File: src/rtl/pwr_regs_pkg.sv
// Constants, field layouts and carriers of the power, oscillator and supply register bank.
// Assumes a single 20 MHz clock and a plain strobe register port with 8-bit byte addresses.
//
// Functional notes
// Detector mask set blocks the high-supply detector reset output; clear lets it act.
// Detector enable bit turns the detector on or off; read-only bit shows activity.
// Inhibit clear lets regulator enter deep mode in low-power sleep; set keeps full power.
// Regulator trim flag clears on power-on, sets when trim loads; gates reload on resets.
// Software leaves the factory regulator trim value alone.
// Regulator running bit reads one while enabled; read-only, writes ignored.
// Regulator settled bit reads one only once enabled and settled; read-only.
// Regulator enable bit switches the regulator; power-on reset forces it to one.
// Output select field resets to the nominal core level code.
// Oscillator trim flag clears on power-on, sets on fuse load; then reload only after power-on.
// Oscillator trim is ten bits at 9:8 and 7:0, driven to the oscillator.
// Sampling mode measures every two to the power of exponent plus five slow ticks.
// Supply monitor active bit reads one while the monitor is enabled; read-only.
// Supply monitor lock bit makes the whole register read-only until reset.
// Supply monitor trim flag clears on reset and sets once its trim loads.
// Force bit clear limits sampling to deepest sleep modes; set samples always.
// Mode 0 and 3 off, 1 on with reset, 2 on without reset, others reserved.
// Temperature sensor enable bit switches the sensor, resets to zero.
// Fast oscillator enable bit starts or stops it, resets to zero.
// Backup words are 32-bit read/write and survive shutdown.
// Software waits for the backup interface ready flag to clear before writing backups.
// Regulator register lock clears only on power-on reset.
// Writes to a locked register are dropped silently and contents are kept.
// Read-only status is synchronised to the bus clock before software sees it.
package pwr_regs_pkg;
  localparam int ADDR_W = 8;
  localparam int DATA_W = 32;
  // Register byte offsets.
  localparam logic [7:0] OFF_VREG = 8'h00;
  localparam logic [7:0] OFF_SYSRC = 8'h04;
  localparam logic [7:0] OFF_SUPPLY = 8'h08;
  localparam logic [7:0] OFF_TEMP = 8'h0c;
  localparam logic [7:0] OFF_FASTRC = 8'h10;
  localparam logic [7:0] OFF_PCSTAT = 8'h14;
  localparam logic [7:0] OFF_BKP = 8'h20;
  // Regulator word fields.
  localparam int VR_LOCK = 31;
  localparam int VR_MASK = 20;
  localparam int VR_STATE = 19;
  localparam int VR_DET_EN = 18;
  localparam int VR_INHIBIT = 17;
  localparam int VR_TLOAD = 16;
  localparam int VR_TRIM_LSB = 8;
  localparam int VR_TRIM_W = 4;
  localparam int VR_ON = 7;
  localparam int VR_SETTLED = 6;
  localparam int VR_EN = 5;
  localparam int VR_SEL_LSB = 0;
  localparam int VR_SEL_W = 2;
  localparam logic [1:0] VR_SEL_NOMINAL = 2'h0;
  localparam logic VR_EN_RST = 1'b1;
  localparam logic VR_DET_EN_RST = 1'b0;
  // System oscillator word fields.
  localparam int RC_TLOAD = 16;
  localparam int RC_TRIM_W = 10;
  // Supply monitor word fields.
  localparam int SW_EXP_LSB = 24;
  localparam int SW_EXP_W = 4;
  localparam int SW_ACTIVE = 18;
  localparam int SW_LOCK = 17;
  localparam int SW_TLOAD = 16;
  localparam int SW_TRIM_LSB = 8;
  localparam int SW_TRIM_W = 4;
  localparam int SW_FORCE = 7;
  localparam int SW_MODE_W = 3;
  localparam logic [2:0] SW_MODE_RESET = 3'h1;
  localparam logic [2:0] SW_MODE_NORESET = 3'h2;
  // Sampling interval: 2**(exponent + base) slow ticks.
  localparam int SAMPLE_EXP_BASE = 5;
  localparam int SAMPLE_CNT_W = 20;
  // Single-bit enable of the simple config words and ready flag of the status word.
  localparam int CFG_EN = 0;
  localparam int PC_BKP_READY = 0;

  typedef struct packed {
    logic lock;
    logic mask;
    logic det_en;
    logic inhibit;
    logic [VR_TRIM_W-1:0] trim;
    logic enable;
    logic [VR_SEL_W-1:0] sel;
  } vreg_t;

  typedef struct packed {
    logic [SW_EXP_W-1:0] exp;
    logic lock;
    logic [SW_TRIM_W-1:0] trim;
    logic force_smp;
    logic [SW_MODE_W-1:0] mode;
  } supply_t;

  typedef struct packed {
    logic reg_on;
    logic reg_settled;
    logic hsd_active;
    logic sm_active;
    logic bkp_ready;
  } ana_t;
endpackage

File: src/rtl/backup_word_mem.sv
// Retained backup words and the registered read-data port of the register bank.
// Assumes por_n is asserted only by a power-on reset; shutdown keeps the array.
`timescale 1ns/10ps
module backup_word_mem #(
  parameter int WORDS = 4,
  parameter int IDX_W = 2
) (
  // Clock and resets.
  input wire logic sys_clk,
  input wire logic rst_n,
  input wire logic por_n,
  // Write side.
  input wire logic we,
  input wire logic [IDX_W-1:0] widx,
  input wire logic [31:0] wdata,
  // Read side.
  input wire logic re,
  input wire logic rsel,
  input wire logic [IDX_W-1:0] ridx,
  input wire logic [31:0] alt_data,
  output logic [31:0] rdata
);
  logic [31:0] mem_r [WORDS];
  logic [31:0] rdata_r;

  // Only a power-on reset clears the words, so they survive shutdown.
  always_ff @(posedge sys_clk or negedge por_n) begin
    if (!por_n) begin
      for (int i = 0; i < WORDS; i++) begin
        mem_r[i] <= 32'h0;
      end
    end else if (we) begin
      mem_r[widx] <= wdata;
    end
  end

  // Read data stand only in the cycle after the strobe.
  always_ff @(posedge sys_clk or negedge rst_n) begin
    if (!rst_n) begin
      rdata_r <= 32'h0;
    end else if (re) begin
      rdata_r <= rsel ? mem_r[ridx] : alt_data;
    end else begin
      rdata_r <= 32'h0;
    end
  end

  assign rdata = rdata_r;
endmodule

File: src/rtl/power_osc_supply_ctrl_regs.sv
// Register bank for regulator, oscillator trims, supply monitor and backup words.
// Assumes synchronous side inputs; por_n low also holds rst_n low.
//
// The implementer's own choices: the register offsets and the address-and-strobe port.
`timescale 1ns/10ps
module power_osc_supply_ctrl_regs #(
  parameter int BKP_WORDS = 4,
  parameter int BKP_IDX_W = 2
) (
  // Clock and resets.
  input wire logic sys_clk,
  input wire logic rst_n,
  input wire logic por_n,
  // Register port.
  input wire logic [7:0] addr,
  input wire logic [31:0] wdata,
  input wire logic wr_en,
  input wire logic rd_en,
  output logic [31:0] rdata,
  // Fuse trim loading.
  output logic fuse_load_req,
  input wire logic fuse_valid,
  input wire logic [3:0] fuse_vreg_trim,
  input wire logic [9:0] fuse_sysrc_trim,
  input wire logic [3:0] fuse_supply_trim,
  // Analog status and events.
  input wire pwr_regs_pkg::ana_t ana_status,
  input wire logic hsd_trip,
  input wire logic sm_trip,
  input wire logic lf_tick,
  input wire logic sleep_low_power,
  input wire logic sleep_deep_static,
  // Controls to the analog blocks.
  output logic hsd_enable,
  output logic hsd_reset_out,
  output logic reg_enable,
  output logic reg_deep_mode,
  output logic [1:0] reg_out_sel,
  output logic [3:0] reg_trim,
  output logic [9:0] sysrc_trim,
  output logic [3:0] sm_trim,
  output logic sm_enable,
  output logic sm_reset_out,
  output logic sm_irq_req,
  output logic sm_sample,
  output logic temp_sensor_en,
  output logic fast_rc_en
);
  typedef enum logic {CAL_WAIT, CAL_DONE} cal_state_t;

  pwr_regs_pkg::vreg_t vreg_r;
  pwr_regs_pkg::supply_t sup_r;
  pwr_regs_pkg::ana_t sync1_r;
  pwr_regs_pkg::ana_t sync2_r;
  cal_state_t cal_r;
  logic vreg_tload_r;
  logic rc_tload_r;
  logic sm_tload_r;
  logic [9:0] rc_trim_r;
  logic temp_en_r;
  logic fast_en_r;
  logic fuse_req_r;
  logic [pwr_regs_pkg::SAMPLE_CNT_W-1:0] smp_cnt_r;
  logic smp_r;
  logic hsd_rst_r;
  logic deep_r;
  logic sm_rst_r;
  logic sm_irq_r;
  logic sm_en_r;
  logic [31:0] rd_word;
  logic fuse_load;
  logic wr_vreg;
  logic wr_sup;
  logic sm_on;
  logic smp_active;

  function automatic logic bkp_hit(input logic [7:0] a);
    int w;
    int b;
    w = int'(a[7:2]);
    b = int'(pwr_regs_pkg::OFF_BKP[7:2]);
    bkp_hit = (w >= b) && (w < b + BKP_WORDS);
  endfunction

  function automatic logic mode_on(input logic [2:0] m);
    mode_on = (m == pwr_regs_pkg::SW_MODE_RESET) || (m == pwr_regs_pkg::SW_MODE_NORESET);
  endfunction

  function automatic logic [pwr_regs_pkg::SAMPLE_CNT_W-1:0] smp_limit(input logic [3:0] e);
    logic [pwr_regs_pkg::SAMPLE_CNT_W:0] one;
    one = {{pwr_regs_pkg::SAMPLE_CNT_W{1'b0}}, 1'b1};
    smp_limit = pwr_regs_pkg::SAMPLE_CNT_W'((one << (int'(e) + pwr_regs_pkg::SAMPLE_EXP_BASE))
      - one);
  endfunction

  assign fuse_load = (cal_r == CAL_WAIT) && fuse_valid;
  assign wr_vreg = wr_en && (addr == pwr_regs_pkg::OFF_VREG) && !vreg_r.lock;
  assign wr_sup = wr_en && (addr == pwr_regs_pkg::OFF_SUPPLY) && !sup_r.lock;
  assign sm_on = mode_on(sup_r.mode);
  assign smp_active = sm_on && (sup_r.force_smp || sleep_deep_static);

  ////////////////////////////////////////////////////////////////////////////////
  // Status synchroniser: only the second stage is ever looked at.
  always_ff @(posedge sys_clk or negedge rst_n) begin
    if (!rst_n) begin
      sync1_r <= '0;
      sync2_r <= '0;
    end else begin
      sync1_r <= ana_status;
      sync2_r <= sync1_r;
    end
  end

  ////////////////////////////////////////////////////////////////////////////////
  // Trim loading after every reset; retained flags decide whether the regulator and oscillator trims take the fuse value, the supply trim always does.
  always_ff @(posedge sys_clk or negedge rst_n) begin
    if (!rst_n) begin
      cal_r <= CAL_WAIT;
      fuse_req_r <= 1'b1;
    end else begin
      case (cal_r)
        CAL_WAIT: begin
          if (fuse_valid) begin
            cal_r <= CAL_DONE;
            fuse_req_r <= 1'b0;
          end
        end
        CAL_DONE: begin
          fuse_req_r <= 1'b0;
        end
        default: begin
          cal_r <= CAL_WAIT;
          fuse_req_r <= 1'b1;
        end
      endcase
    end
  end

  ////////////////////////////////////////////////////////////////////////////////
  // Regulator word: retained across all but power-on reset.
  always_ff @(posedge sys_clk or negedge por_n) begin
    if (!por_n) begin
      vreg_r.lock <= 1'b0;
      vreg_r.mask <= 1'b0;
      vreg_r.det_en <= pwr_regs_pkg::VR_DET_EN_RST;
      vreg_r.inhibit <= 1'b0;
      vreg_r.trim <= '0;
      vreg_r.enable <= pwr_regs_pkg::VR_EN_RST;
      vreg_r.sel <= pwr_regs_pkg::VR_SEL_NOMINAL;
    end else begin
      if (wr_vreg) begin
        vreg_r.lock <= wdata[pwr_regs_pkg::VR_LOCK];
        vreg_r.mask <= wdata[pwr_regs_pkg::VR_MASK];
        vreg_r.det_en <= wdata[pwr_regs_pkg::VR_DET_EN];
        vreg_r.inhibit <= wdata[pwr_regs_pkg::VR_INHIBIT];
        vreg_r.trim <= wdata[pwr_regs_pkg::VR_TRIM_LSB +: pwr_regs_pkg::VR_TRIM_W];
        vreg_r.enable <= wdata[pwr_regs_pkg::VR_EN];
        vreg_r.sel <= wdata[pwr_regs_pkg::VR_SEL_LSB +: pwr_regs_pkg::VR_SEL_W];
      end
      if (fuse_load && !vreg_tload_r) begin
        vreg_r.trim <= fuse_vreg_trim;
      end
    end
  end

  // Calibration flags that survive ordinary resets.
  always_ff @(posedge sys_clk or negedge por_n) begin
    if (!por_n) begin
      vreg_tload_r <= 1'b0;
      rc_tload_r <= 1'b0;
    end else if (fuse_load) begin
      vreg_tload_r <= 1'b1;
      rc_tload_r <= 1'b1;
    end
  end

  ////////////////////////////////////////////////////////////////////////////////
  // System oscillator trim: software writes it, the fuses load it while the flag is clear.
  always_ff @(posedge sys_clk or negedge por_n) begin
    if (!por_n) begin
      rc_trim_r <= 10'h0;
    end else if (fuse_load && !rc_tload_r) begin
      rc_trim_r <= fuse_sysrc_trim;
    end else if (wr_en && (addr == pwr_regs_pkg::OFF_SYSRC)) begin
      rc_trim_r <= wdata[pwr_regs_pkg::RC_TRIM_W-1:0];
    end
  end

  ////////////////////////////////////////////////////////////////////////////////
  // Supply monitor word: the lock blocks software writes to every field until reset; a fuse load still sets the trim.
  always_ff @(posedge sys_clk or negedge rst_n) begin
    if (!rst_n) begin
      sup_r <= '0;
    end else begin
      if (wr_sup) begin
        sup_r.exp <= wdata[pwr_regs_pkg::SW_EXP_LSB +: pwr_regs_pkg::SW_EXP_W];
        sup_r.lock <= wdata[pwr_regs_pkg::SW_LOCK];
        sup_r.trim <= wdata[pwr_regs_pkg::SW_TRIM_LSB +: pwr_regs_pkg::SW_TRIM_W];
        sup_r.force_smp <= wdata[pwr_regs_pkg::SW_FORCE];
        sup_r.mode <= wdata[pwr_regs_pkg::SW_MODE_W-1:0];
      end
      if (fuse_load) begin
        sup_r.trim <= fuse_supply_trim;
      end
    end
  end

  always_ff @(posedge sys_clk or negedge rst_n) begin
    if (!rst_n) begin
      sm_tload_r <= 1'b0;
    end else if (fuse_load) begin
      sm_tload_r <= 1'b1;
    end
  end

  ////////////////////////////////////////////////////////////////////////////////
  // Simple enables.
  always_ff @(posedge sys_clk or negedge rst_n) begin
    if (!rst_n) begin
      temp_en_r <= 1'b0;
      fast_en_r <= 1'b0;
    end else if (wr_en) begin
      if (addr == pwr_regs_pkg::OFF_TEMP) begin
        temp_en_r <= wdata[pwr_regs_pkg::CFG_EN];
      end
      if (addr == pwr_regs_pkg::OFF_FASTRC) begin
        fast_en_r <= wdata[pwr_regs_pkg::CFG_EN];
      end
    end
  end

  ////////////////////////////////////////////////////////////////////////////////
  // Sampling timer on the slow tick; restarts whenever sampling stops.
  always_ff @(posedge sys_clk or negedge rst_n) begin
    if (!rst_n) begin
      smp_cnt_r <= '0;
      smp_r <= 1'b0;
    end else if (!smp_active) begin
      smp_cnt_r <= '0;
      smp_r <= 1'b0;
    end else if (lf_tick && (smp_cnt_r >= smp_limit(sup_r.exp))) begin
      smp_cnt_r <= '0;
      smp_r <= 1'b1;
    end else begin
      smp_cnt_r <= lf_tick ? smp_cnt_r + 1'b1 : smp_cnt_r;
      smp_r <= 1'b0;
    end
  end

  ////////////////////////////////////////////////////////////////////////////////
  // Detector, regulator mode and monitor event outputs.
  always_ff @(posedge sys_clk or negedge rst_n) begin
    if (!rst_n) begin
      hsd_rst_r <= 1'b0;
      deep_r <= 1'b0;
      sm_rst_r <= 1'b0;
      sm_irq_r <= 1'b0;
      sm_en_r <= 1'b0;
    end else begin
      hsd_rst_r <= hsd_trip && vreg_r.det_en && !vreg_r.mask;
      deep_r <= sleep_low_power && !vreg_r.inhibit;
      sm_rst_r <= sm_trip && (sup_r.mode == pwr_regs_pkg::SW_MODE_RESET);
      sm_irq_r <= sm_trip && sm_on;
      sm_en_r <= sm_on;
    end
  end

  ////////////////////////////////////////////////////////////////////////////////
  // Read word assembly; reserved bits read as zero.
  always_comb begin
    rd_word = 32'h0;
    case (addr)
      pwr_regs_pkg::OFF_VREG: begin
        rd_word[pwr_regs_pkg::VR_LOCK] = vreg_r.lock;
        rd_word[pwr_regs_pkg::VR_MASK] = vreg_r.mask;
        rd_word[pwr_regs_pkg::VR_STATE] = sync2_r.hsd_active;
        rd_word[pwr_regs_pkg::VR_DET_EN] = vreg_r.det_en;
        rd_word[pwr_regs_pkg::VR_INHIBIT] = vreg_r.inhibit;
        rd_word[pwr_regs_pkg::VR_TLOAD] = vreg_tload_r;
        rd_word[pwr_regs_pkg::VR_TRIM_LSB +: pwr_regs_pkg::VR_TRIM_W] = vreg_r.trim;
        rd_word[pwr_regs_pkg::VR_ON] = sync2_r.reg_on;
        rd_word[pwr_regs_pkg::VR_SETTLED] = sync2_r.reg_settled && sync2_r.reg_on;
        rd_word[pwr_regs_pkg::VR_EN] = vreg_r.enable;
        rd_word[pwr_regs_pkg::VR_SEL_LSB +: pwr_regs_pkg::VR_SEL_W] = vreg_r.sel;
      end
      pwr_regs_pkg::OFF_SYSRC: begin
        rd_word[pwr_regs_pkg::RC_TLOAD] = rc_tload_r;
        rd_word[pwr_regs_pkg::RC_TRIM_W-1:0] = rc_trim_r;
      end
      pwr_regs_pkg::OFF_SUPPLY: begin
        rd_word[pwr_regs_pkg::SW_EXP_LSB +: pwr_regs_pkg::SW_EXP_W] = sup_r.exp;
        rd_word[pwr_regs_pkg::SW_ACTIVE] = sync2_r.sm_active;
        rd_word[pwr_regs_pkg::SW_LOCK] = sup_r.lock;
        rd_word[pwr_regs_pkg::SW_TLOAD] = sm_tload_r;
        rd_word[pwr_regs_pkg::SW_TRIM_LSB +: pwr_regs_pkg::SW_TRIM_W] = sup_r.trim;
        rd_word[pwr_regs_pkg::SW_FORCE] = sup_r.force_smp;
        rd_word[pwr_regs_pkg::SW_MODE_W-1:0] = sup_r.mode;
      end
      pwr_regs_pkg::OFF_TEMP: rd_word[pwr_regs_pkg::CFG_EN] = temp_en_r;
      pwr_regs_pkg::OFF_FASTRC: rd_word[pwr_regs_pkg::CFG_EN] = fast_en_r;
      pwr_regs_pkg::OFF_PCSTAT: rd_word[pwr_regs_pkg::PC_BKP_READY] = sync2_r.bkp_ready;
      default: rd_word = 32'h0;
    endcase
  end

  // The memory holds the read-data flop, so every answer leaves from one register.
  backup_word_mem #(
    .WORDS(BKP_WORDS),
    .IDX_W(BKP_IDX_W)
  ) u_bkp (
    .sys_clk(sys_clk),
    .rst_n(rst_n),
    .por_n(por_n),
    .we(wr_en && bkp_hit(addr)),
    .widx(addr[2 +: BKP_IDX_W]),
    .wdata(wdata),
    .re(rd_en),
    .rsel(bkp_hit(addr)),
    .ridx(addr[2 +: BKP_IDX_W]),
    .alt_data(rd_word),
    .rdata(rdata)
  );

  assign fuse_load_req = fuse_req_r;
  assign hsd_enable = vreg_r.det_en;
  assign hsd_reset_out = hsd_rst_r;
  assign reg_enable = vreg_r.enable;
  assign reg_deep_mode = deep_r;
  assign reg_out_sel = vreg_r.sel;
  assign reg_trim = vreg_r.trim;
  assign sysrc_trim = rc_trim_r;
  assign sm_trim = sup_r.trim;
  assign sm_enable = sm_en_r;
  assign sm_reset_out = sm_rst_r;
  assign sm_irq_req = sm_irq_r;
  assign sm_sample = smp_r;
  assign temp_sensor_en = temp_en_r;
  assign fast_rc_en = fast_en_r;

  ////////////////////////////////////////////////////////////////////////////////
  // Checks.
  property p_mask_blocks;
    @(posedge sys_clk) disable iff (!rst_n)
    (vreg_r.mask || !vreg_r.det_en) |=> !hsd_reset_out;
  endproperty
  a_mask_blocks: assert property (p_mask_blocks) else $error("masked detector reset fired");

  property p_deep_mode;
    @(posedge sys_clk) disable iff (!rst_n)
    vreg_r.inhibit |=> !reg_deep_mode;
  endproperty
  a_deep_mode: assert property (p_deep_mode) else $error("deep mode while inhibited");

  property p_trim_flag;
    @(posedge sys_clk) disable iff (!por_n)
    $rose(vreg_tload_r) |-> $past(fuse_valid);
  endproperty
  a_trim_flag: assert property (p_trim_flag) else $error("trim flag set without fuse");

  property p_settled_read;
    @(posedge sys_clk) disable iff (!rst_n)
    (rd_en && addr == pwr_regs_pkg::OFF_VREG)
      |=> !(rdata[pwr_regs_pkg::VR_SETTLED] && !rdata[pwr_regs_pkg::VR_ON]);
  endproperty
  a_settled_read: assert property (p_settled_read) else $error("settled while off");

  property p_sample_cause;
    @(posedge sys_clk) disable iff (!rst_n)
    sm_sample |-> $past(lf_tick) && $past(smp_active);
  endproperty
  a_sample_cause: assert property (p_sample_cause) else $error("sample without tick");

  property p_lock_holds;
    @(posedge sys_clk) disable iff (!rst_n)
    (sup_r.lock && wr_en && addr == pwr_regs_pkg::OFF_SUPPLY && !fuse_valid) |=> $stable(sup_r);
  endproperty
  a_lock_holds: assert property (p_lock_holds) else $error("locked word changed");

  property p_vlock_keep;
    @(posedge sys_clk) disable iff (!por_n)
    vreg_r.lock |=> vreg_r.lock;
  endproperty
  a_vlock_keep: assert property (p_vlock_keep) else $error("regulator lock dropped");

  property p_sm_reset;
    @(posedge sys_clk) disable iff (!rst_n)
    sm_reset_out |-> $past(sup_r.mode) == pwr_regs_pkg::SW_MODE_RESET && $past(sm_trip);
  endproperty
  a_sm_reset: assert property (p_sm_reset) else $error("monitor reset in wrong mode");

  property p_status_sync;
    @(posedge sys_clk) disable iff (!rst_n)
    (rd_en && addr == pwr_regs_pkg::OFF_SUPPLY) ##1 $past(rst_n, 3)
      |-> rdata[pwr_regs_pkg::SW_ACTIVE] == $past(ana_status.sm_active, 3);
  endproperty
  a_status_sync: assert property (p_status_sync) else $error("status not two flops late");

  property p_temp_en;
    @(posedge sys_clk) disable iff (!rst_n)
    (wr_en && addr == pwr_regs_pkg::OFF_TEMP) |=> temp_sensor_en == $past(wdata[0]);
  endproperty
  a_temp_en: assert property (p_temp_en) else $error("temperature enable not taken");
endmodule

File: config.mk
export PLATFORM = sky130hd
export DESIGN_NAME = power_osc_supply_ctrl_regs
export DESIGN_NICKNAME = d
export VERILOG_FILES = /design/src/rtl/pwr_regs_pkg.sv /design/src/rtl/backup_word_mem.sv /design/src/rtl/power_osc_supply_ctrl_regs.sv
export SDC_FILE = /design/constraint.sdc
export NUM_CORES = 1
export LEC_CHECK = 0
export ABC_AREA = 1
export BUFFER_PORTS_ARGS = -buffer_cell sky130_fd_sc_hd__buf_2
export CAP_MARGIN = 10
export CORE_MARGIN = 5
export CORE_UTILIZATION = 63
export CTS_BUF_LIST = sky130_fd_sc_hd__clkbuf_8 sky130_fd_sc_hd__clkbuf_16
export DETAILED_ROUTE_END_ITERATION = 10
export GPL_ROUTABILITY_DRIVEN = 0
export PLACE_DENSITY = 0.95
export SETUP_SLACK_MARGIN = 0.15
export SYNTH_ARGS = -nofsm -noshare
export SYNTH_HDL_FRONTEND = slang
export SYNTH_HIERARCHICAL = 1
export SYNTH_SLANG_ARGS = --single-unit
File: constraint.sdc
create_clock -name sys_clk -period 5.62 [get_ports sys_clk]
set_input_delay 1.124 -clock sys_clk [delete_from_list [all_inputs] [get_ports sys_clk]]
set_output_delay 1.124 -clock sys_clk [all_outputs]
set_load 0.03 [all_outputs]
; ---- After elaboration in Yosys (flattened, before gate mapping)
; Cells that the tools add are included.
[op_classes]
add_sub_neg = 3
n_lt_le_gt_ge = 5
eq_ne = 9
shifts = 1
mux = 35
bitwise = 2
n_reduce_logical = 32
[ops]
columns = op, n
row1 = $mux W32, 5
row2 = $bwmux W128, 1
row3 = $bmux W32 S2, 1
row4 = $demux W32 S2, 1
row5 = $mux W20, 3
row6 = $add A20 B1 Y20 const B, 1
row7 = $ge A20 B20 Y1, 1
row8 = $mux W10, 2
row9 = $shl A1 B5 Y20 const A, 1
row10 = $sub A20 B1 Y20 const B, 1
row11 = $logic_and A1 B1 Y1, 18
row12 = $eq A8 B4 Y1 const B, 2
row13 = $eq A8 B5 Y1 const B, 2
row14 = $mux W4, 3
row15 = $pmux W2 S2, 3
row16 = $pmux W3 S3, 1
row17 = $eq A8 B3 Y1 const B, 1
row18 = $logic_not A8 Y1, 1
row19 = $mux W8, 1
row20 = $mux W7, 1
row21 = $ge A6 B4 Y1 const B, 1
row22 = $lt A6 B4 Y1 const B, 1
row23 = $mux W1, 6
row24 = $pmux W1 S2, 3
row25 = 17 further kinds, 26
[totals]
reg_bits = 236
input_bits = 74
elab_cells = 128

; ---- Logic depth before layout (Yosys ltp)
[logic_depth]
depth_word = 7
depth_mapped = 17
mapped_depth_nobuf = 16

; ---- By module
; Netlist, hierarchy kept.
[by_module_without_submodules]
columns = module, instances, cells_each, area_per_inst_um2
row1 = backup_word_mem, 1, 798, 6814.0
row2 = power_osc_supply_ctrl_regs, 1, 573, 4558.1

; ---- Least setup slack after synthesis
; Ideal clock, no wire load.
[synth_path]
path_kind = in2reg
start = input port addr[7]
end = register u_bkp/mem_r[100] (netlist bit)
setup_ps = 126
arrival_time_ps = 2509
required_ps = 5494
path_slack_ps = 2984
cell_stages = 7
cell_sequence = nor2_4 -> inv_1 -> nor4_1 -> nand3_2 -> buf_2 -> nand2_1 -> o21ai_0
[synth_between]
elab_chain_len = 3
[synth_rtl]
columns = element, line_no
row1 = "start, declared", power_osc_supply_ctrl_regs.sv:15  ; input wire logic [7:0] addr,
row2 = $ge A6 B4 Y1 / $lt A6 B4 Y1 (equally long branches), power_osc_supply_ctrl_regs.sv:82  ; bkp_hit = (w >= b) && (w < b + BKP_WORDS);
row3 = $logic_and A1 B1 Y1 (*), power_osc_supply_ctrl_regs.sv:82
row4 = $logic_and A1 B1 Y1 (*), power_osc_supply_ctrl_regs.sv:314  ; .we(wr_en && bkp_hit(addr)),
row5 = "end signal, assigned by index", backup_word_mem.sv:33  ; mem_r[widx] <= wdata;
row6 = "end, declared", backup_word_mem.sv:23  ; logic [31:0] mem_r [WORDS];
; Every way passes the cells marked *; elsewhere a longest branch is shown, timed or not.
; A chain may end at the register's enable or synchronous reset.

; ---- Final worst setup path
[layout_path]
start = input port addr[7]
end = register u_bkp/mem_r[31] (netlist bit)
; The elaborated chain is that of the path after synthesis.

==> results.cfg <==
[sta]
tightest_slew_ns = 1.23
fmax_ghz = 0.302
setup_viol = 0
fin_hold_ws_ns = 0.361
tns_ns = 0
min_period_ns = 3.31
period_share_pct = 58.9
final_max_slew_viol_count = 0
slew_headroom_pct = 18.2
fin_skew_ns = 0.0159
finalHoldViolCount = 0
rsz0062_at_grt = no

[synthesis]
synth_top_family_by_area = simple AND/OR/NAND/NOR gates
synth_xor_area_share_pct = 1.54
synth_compound_area_share_pct = 12.7
synth_ff_type = dfrtp_1
netlist_instances = 1371
synth_edf_count = 0
synthMuxAreaShare_pct = 0
yosys.area_share.simple_pct = 23.9
synth_area_sq_um = 11400
synthAdderAreaFrac_pct = 2.42
yosys_warnings = 6
synth-seq-area-share_pct = 52.0
netlist-cell-type-count = 45
avgSynthCellArea_sq_um = 8.29
ys_async_sr_fraction_pct = 100
synth-seq-cells = 236

[cts]
cts_tree = yes
cts_setup_buffers = 0
cts-root-buf = clkbuf_16
cts_buffer_depth = 3
numCtsBuffers = 24
path_clk_slew_ns = 0.06
clk_latency_ns = 0.52
post_cts.resized_instances = 0
htreeDepth = 1
cts_sinks = 236
holdBufCountCts = 0

[setup_path]
endpoint = u_bkp/mem_r[31]
crit_start = addr[7]
slowest_stage = nor4_1
start_kind = input port
end_kind = flop
crit_type = input port to flop
cp_cell_sequence = buf_2, nor2_4, inv_1, nor4_1, nand3_2, buf_4, nand2_1, o21ai_0
rrSetupSlack_ns = 2.82
critPathRequiredTime_ns = 5.97
arrival_ns = 3.66
reg2regPathDepth = 14
r2r-start = sup_r[11]
worstPathMaxFanout = 42
reg2reg_to = smp_cnt_r[6]
max_stage_delay_ns = 0.74

[global_routing]
gr-total-overflow = 0
antenna_found_initial = 2
grt_pass1_vias = 9969
grt_pass1_wl_mm = 49.3
grt_max_degree = 102
grt_usage_pct = 29.5

[floorplan]
dieArea_sq_um = 20800
row_count = 49
dieWidth_um = 144
io_pins = 137
die_h_um = 144
initial_core_util_pct = 63.7
core_area_sq_um = 17800

[cells_and_area]
diodes = 0
layout-drive-gt1-share_pct = 15.2
syn_to_final_growth_pct = 13.1
nFillCells = 1169
stdcell_count = 1726
finalNetCount = 1577

[power_and_ir_drop]
finalPower_mw = 3.99
p_per_area_nw_per_um2 = 310
leakage_nw = 6.48
max-vdd-ir-drop_mv = 0.236

[run_status]
status = completed

[place]
hpwl_mm = 19.8
port-buffer-count = 136
dp_cells = 1684

[run]
max-cap-violations = 0

[routing]
drc_errors = 0
vias = 10400
drtPass1Iterations = 6
ant_nets = 0
wl_per_cell_um = 18.2
drt_iter0_markers = 1413
viasPerCell = 6.04
detail_route.wirelength_mm = 31.3

[min_path]
worstHoldPathType = flop to flop
==> worst max-delay path: cells and delay by family <==
kind                   cells  cell delay (ns)
AND/OR/NAND/NOR            4             1.68
buffers and inverters      3             0.70
AO/OA/AOI/OAI              1             0.12
==> layout make-up <==
class	instances	area [sq um]	share of cell area, %
clock buffers	31	708	5.51
clock inverters	11	101	0.788
inverters	110	423	3.29
multi-input cells	964	4670	36.3
flip-flops and latches	236	5910	46.0
well taps	229	287	2.23
repair buffers	145	757	5.89
==> cells in the final DEF (no fill, tap or decap), drive strengths merged, types with 9 or more instances in the layout <==
| master | netlist | routed |
|---|---|---|
| nand2 | 455 | 455 |
| dfrtp | 234 | 234 |
| o21ai | 201 | 201 |
| buf | 49 | 145 |
| inv | 109 | 116 |
| nand3 | 95 | 95 |
| nor2 | 69 | 69 |
| a21oi | 40 | 40 |
| clkbuf | 24 | 31 |
| ha | 22 | 22 |
| xor2 | 18 | 18 |
| conb | 2 | 14 |
| nor3 | 11 | 11 |
| nand4 | 10 | 10 |
| a31oi | 9 | 9 |
==> synthesized netlist by cell type, types with 4 or more instances <==
cell type / instances / area share (%)
nand2_1: 451 / 15
nand3_2: 5 / 0.44
o21ai_0: 194 / 8.5
inv_2: 4 / 0.13
dfrtp_1: 234 / 51
nand2_2: 4 / 0.22
clkbuf_2: 12 / 0.53
buf_2: 27 / 1.2
clkbuf_1: 12 / 0.40
buf_4: 19 / 1.3
o21ai_2: 5 / 0.39
ha_1: 22 / 2.4
nand4_1: 9 / 0.50
nor3_1: 8 / 0.35
a21oi_1: 40 / 1.8
o211ai_1: 6 / 0.40
xor2_1: 18 / 1.4
inv_1: 103 / 3.4
nor2_4: 5 / 0.50
nand3_1: 88 / 3.9
a31oi_2: 8 / 0.88
nor2_1: 61 / 2.0
==> flip-flops by register name (all words and copies together), names as in the netlist, 2 cells and up <==
register,flops
u_bkp/mem_r,128
u_bkp/rdata,32
smp_cnt_r,20
sysrc_trim,10
sup_r,9
sync1_r,5
sync2_r,5
reg_trim,4
sm_trim,4
vreg_r,3
reg_out_sel,2
==> how the worst min path moves through the flow <==
stage,startpoint,end,slack (ns),cells after the start
final,sync1_r[2],sync2_r[2],0.36,0
after global placement,sync1_r[3],sync2_r[3],0.33,0
after global routing,sync1_r[4],sync2_r[4],0.36,0
after floorplan,sync1_r[0],sync2_r[0],0.33,0
after detailed placement,sync1_r[4],sync2_r[4],0.34,0
after CTS,sync1_r[4],sync2_r[4],0.35,0
==> logic make-up after synthesis <==
family                     count (synthesis)
AOI/OAI and AO/OA                        264
xor gates and xnor gates                  20
adders and majority gates                 22
buffers and inverters                    183
DFF                                      236
other                                      2
and+or+nand+nor                          644
==> routing by layer <==
| metal | GRT usage (%) | vias up | share of wire [%] |
|---|---|---|---|
| met5 | 0 | - | 0.10 |
| met4 | 14.5 | 4 | 5.1 |
| met2 | 47.0 | 752 | 46 |
| li1 | - | 4629 | - |
| met3 | 6.18 | 166 | 11 |
| met1 | 38.8 | 4871 | 37 |
==> metrics by stage <==
| step | worst slack (ns) | instance area [sq um] | util, % |
|---|---|---|---|
| after CTS | 2.45 | 12900 | 72.1 |
| after detailed placement | 2.05 | 12000 | 67.5 |
| after global routing | 2.29 | 12900 | 72.1 |
| after global placement | 2.19 | 12000 | 67.5 |
| final | 2.31 | 12900 | 72.1 |
| after floorplan | 2.98 | 11400 | - |
==> power by group <==
group          leakage [nW]  switching, mW  total [mW]  internal (mW)
clock network         0.417          0.638        1.61          0.971
logic                  3.00          0.298       0.442          0.144
registers              3.07         0.0916        1.94           1.85
total                  6.48           1.03        3.99           2.96
Note: power is estimated with default switching activity, not from simulation.
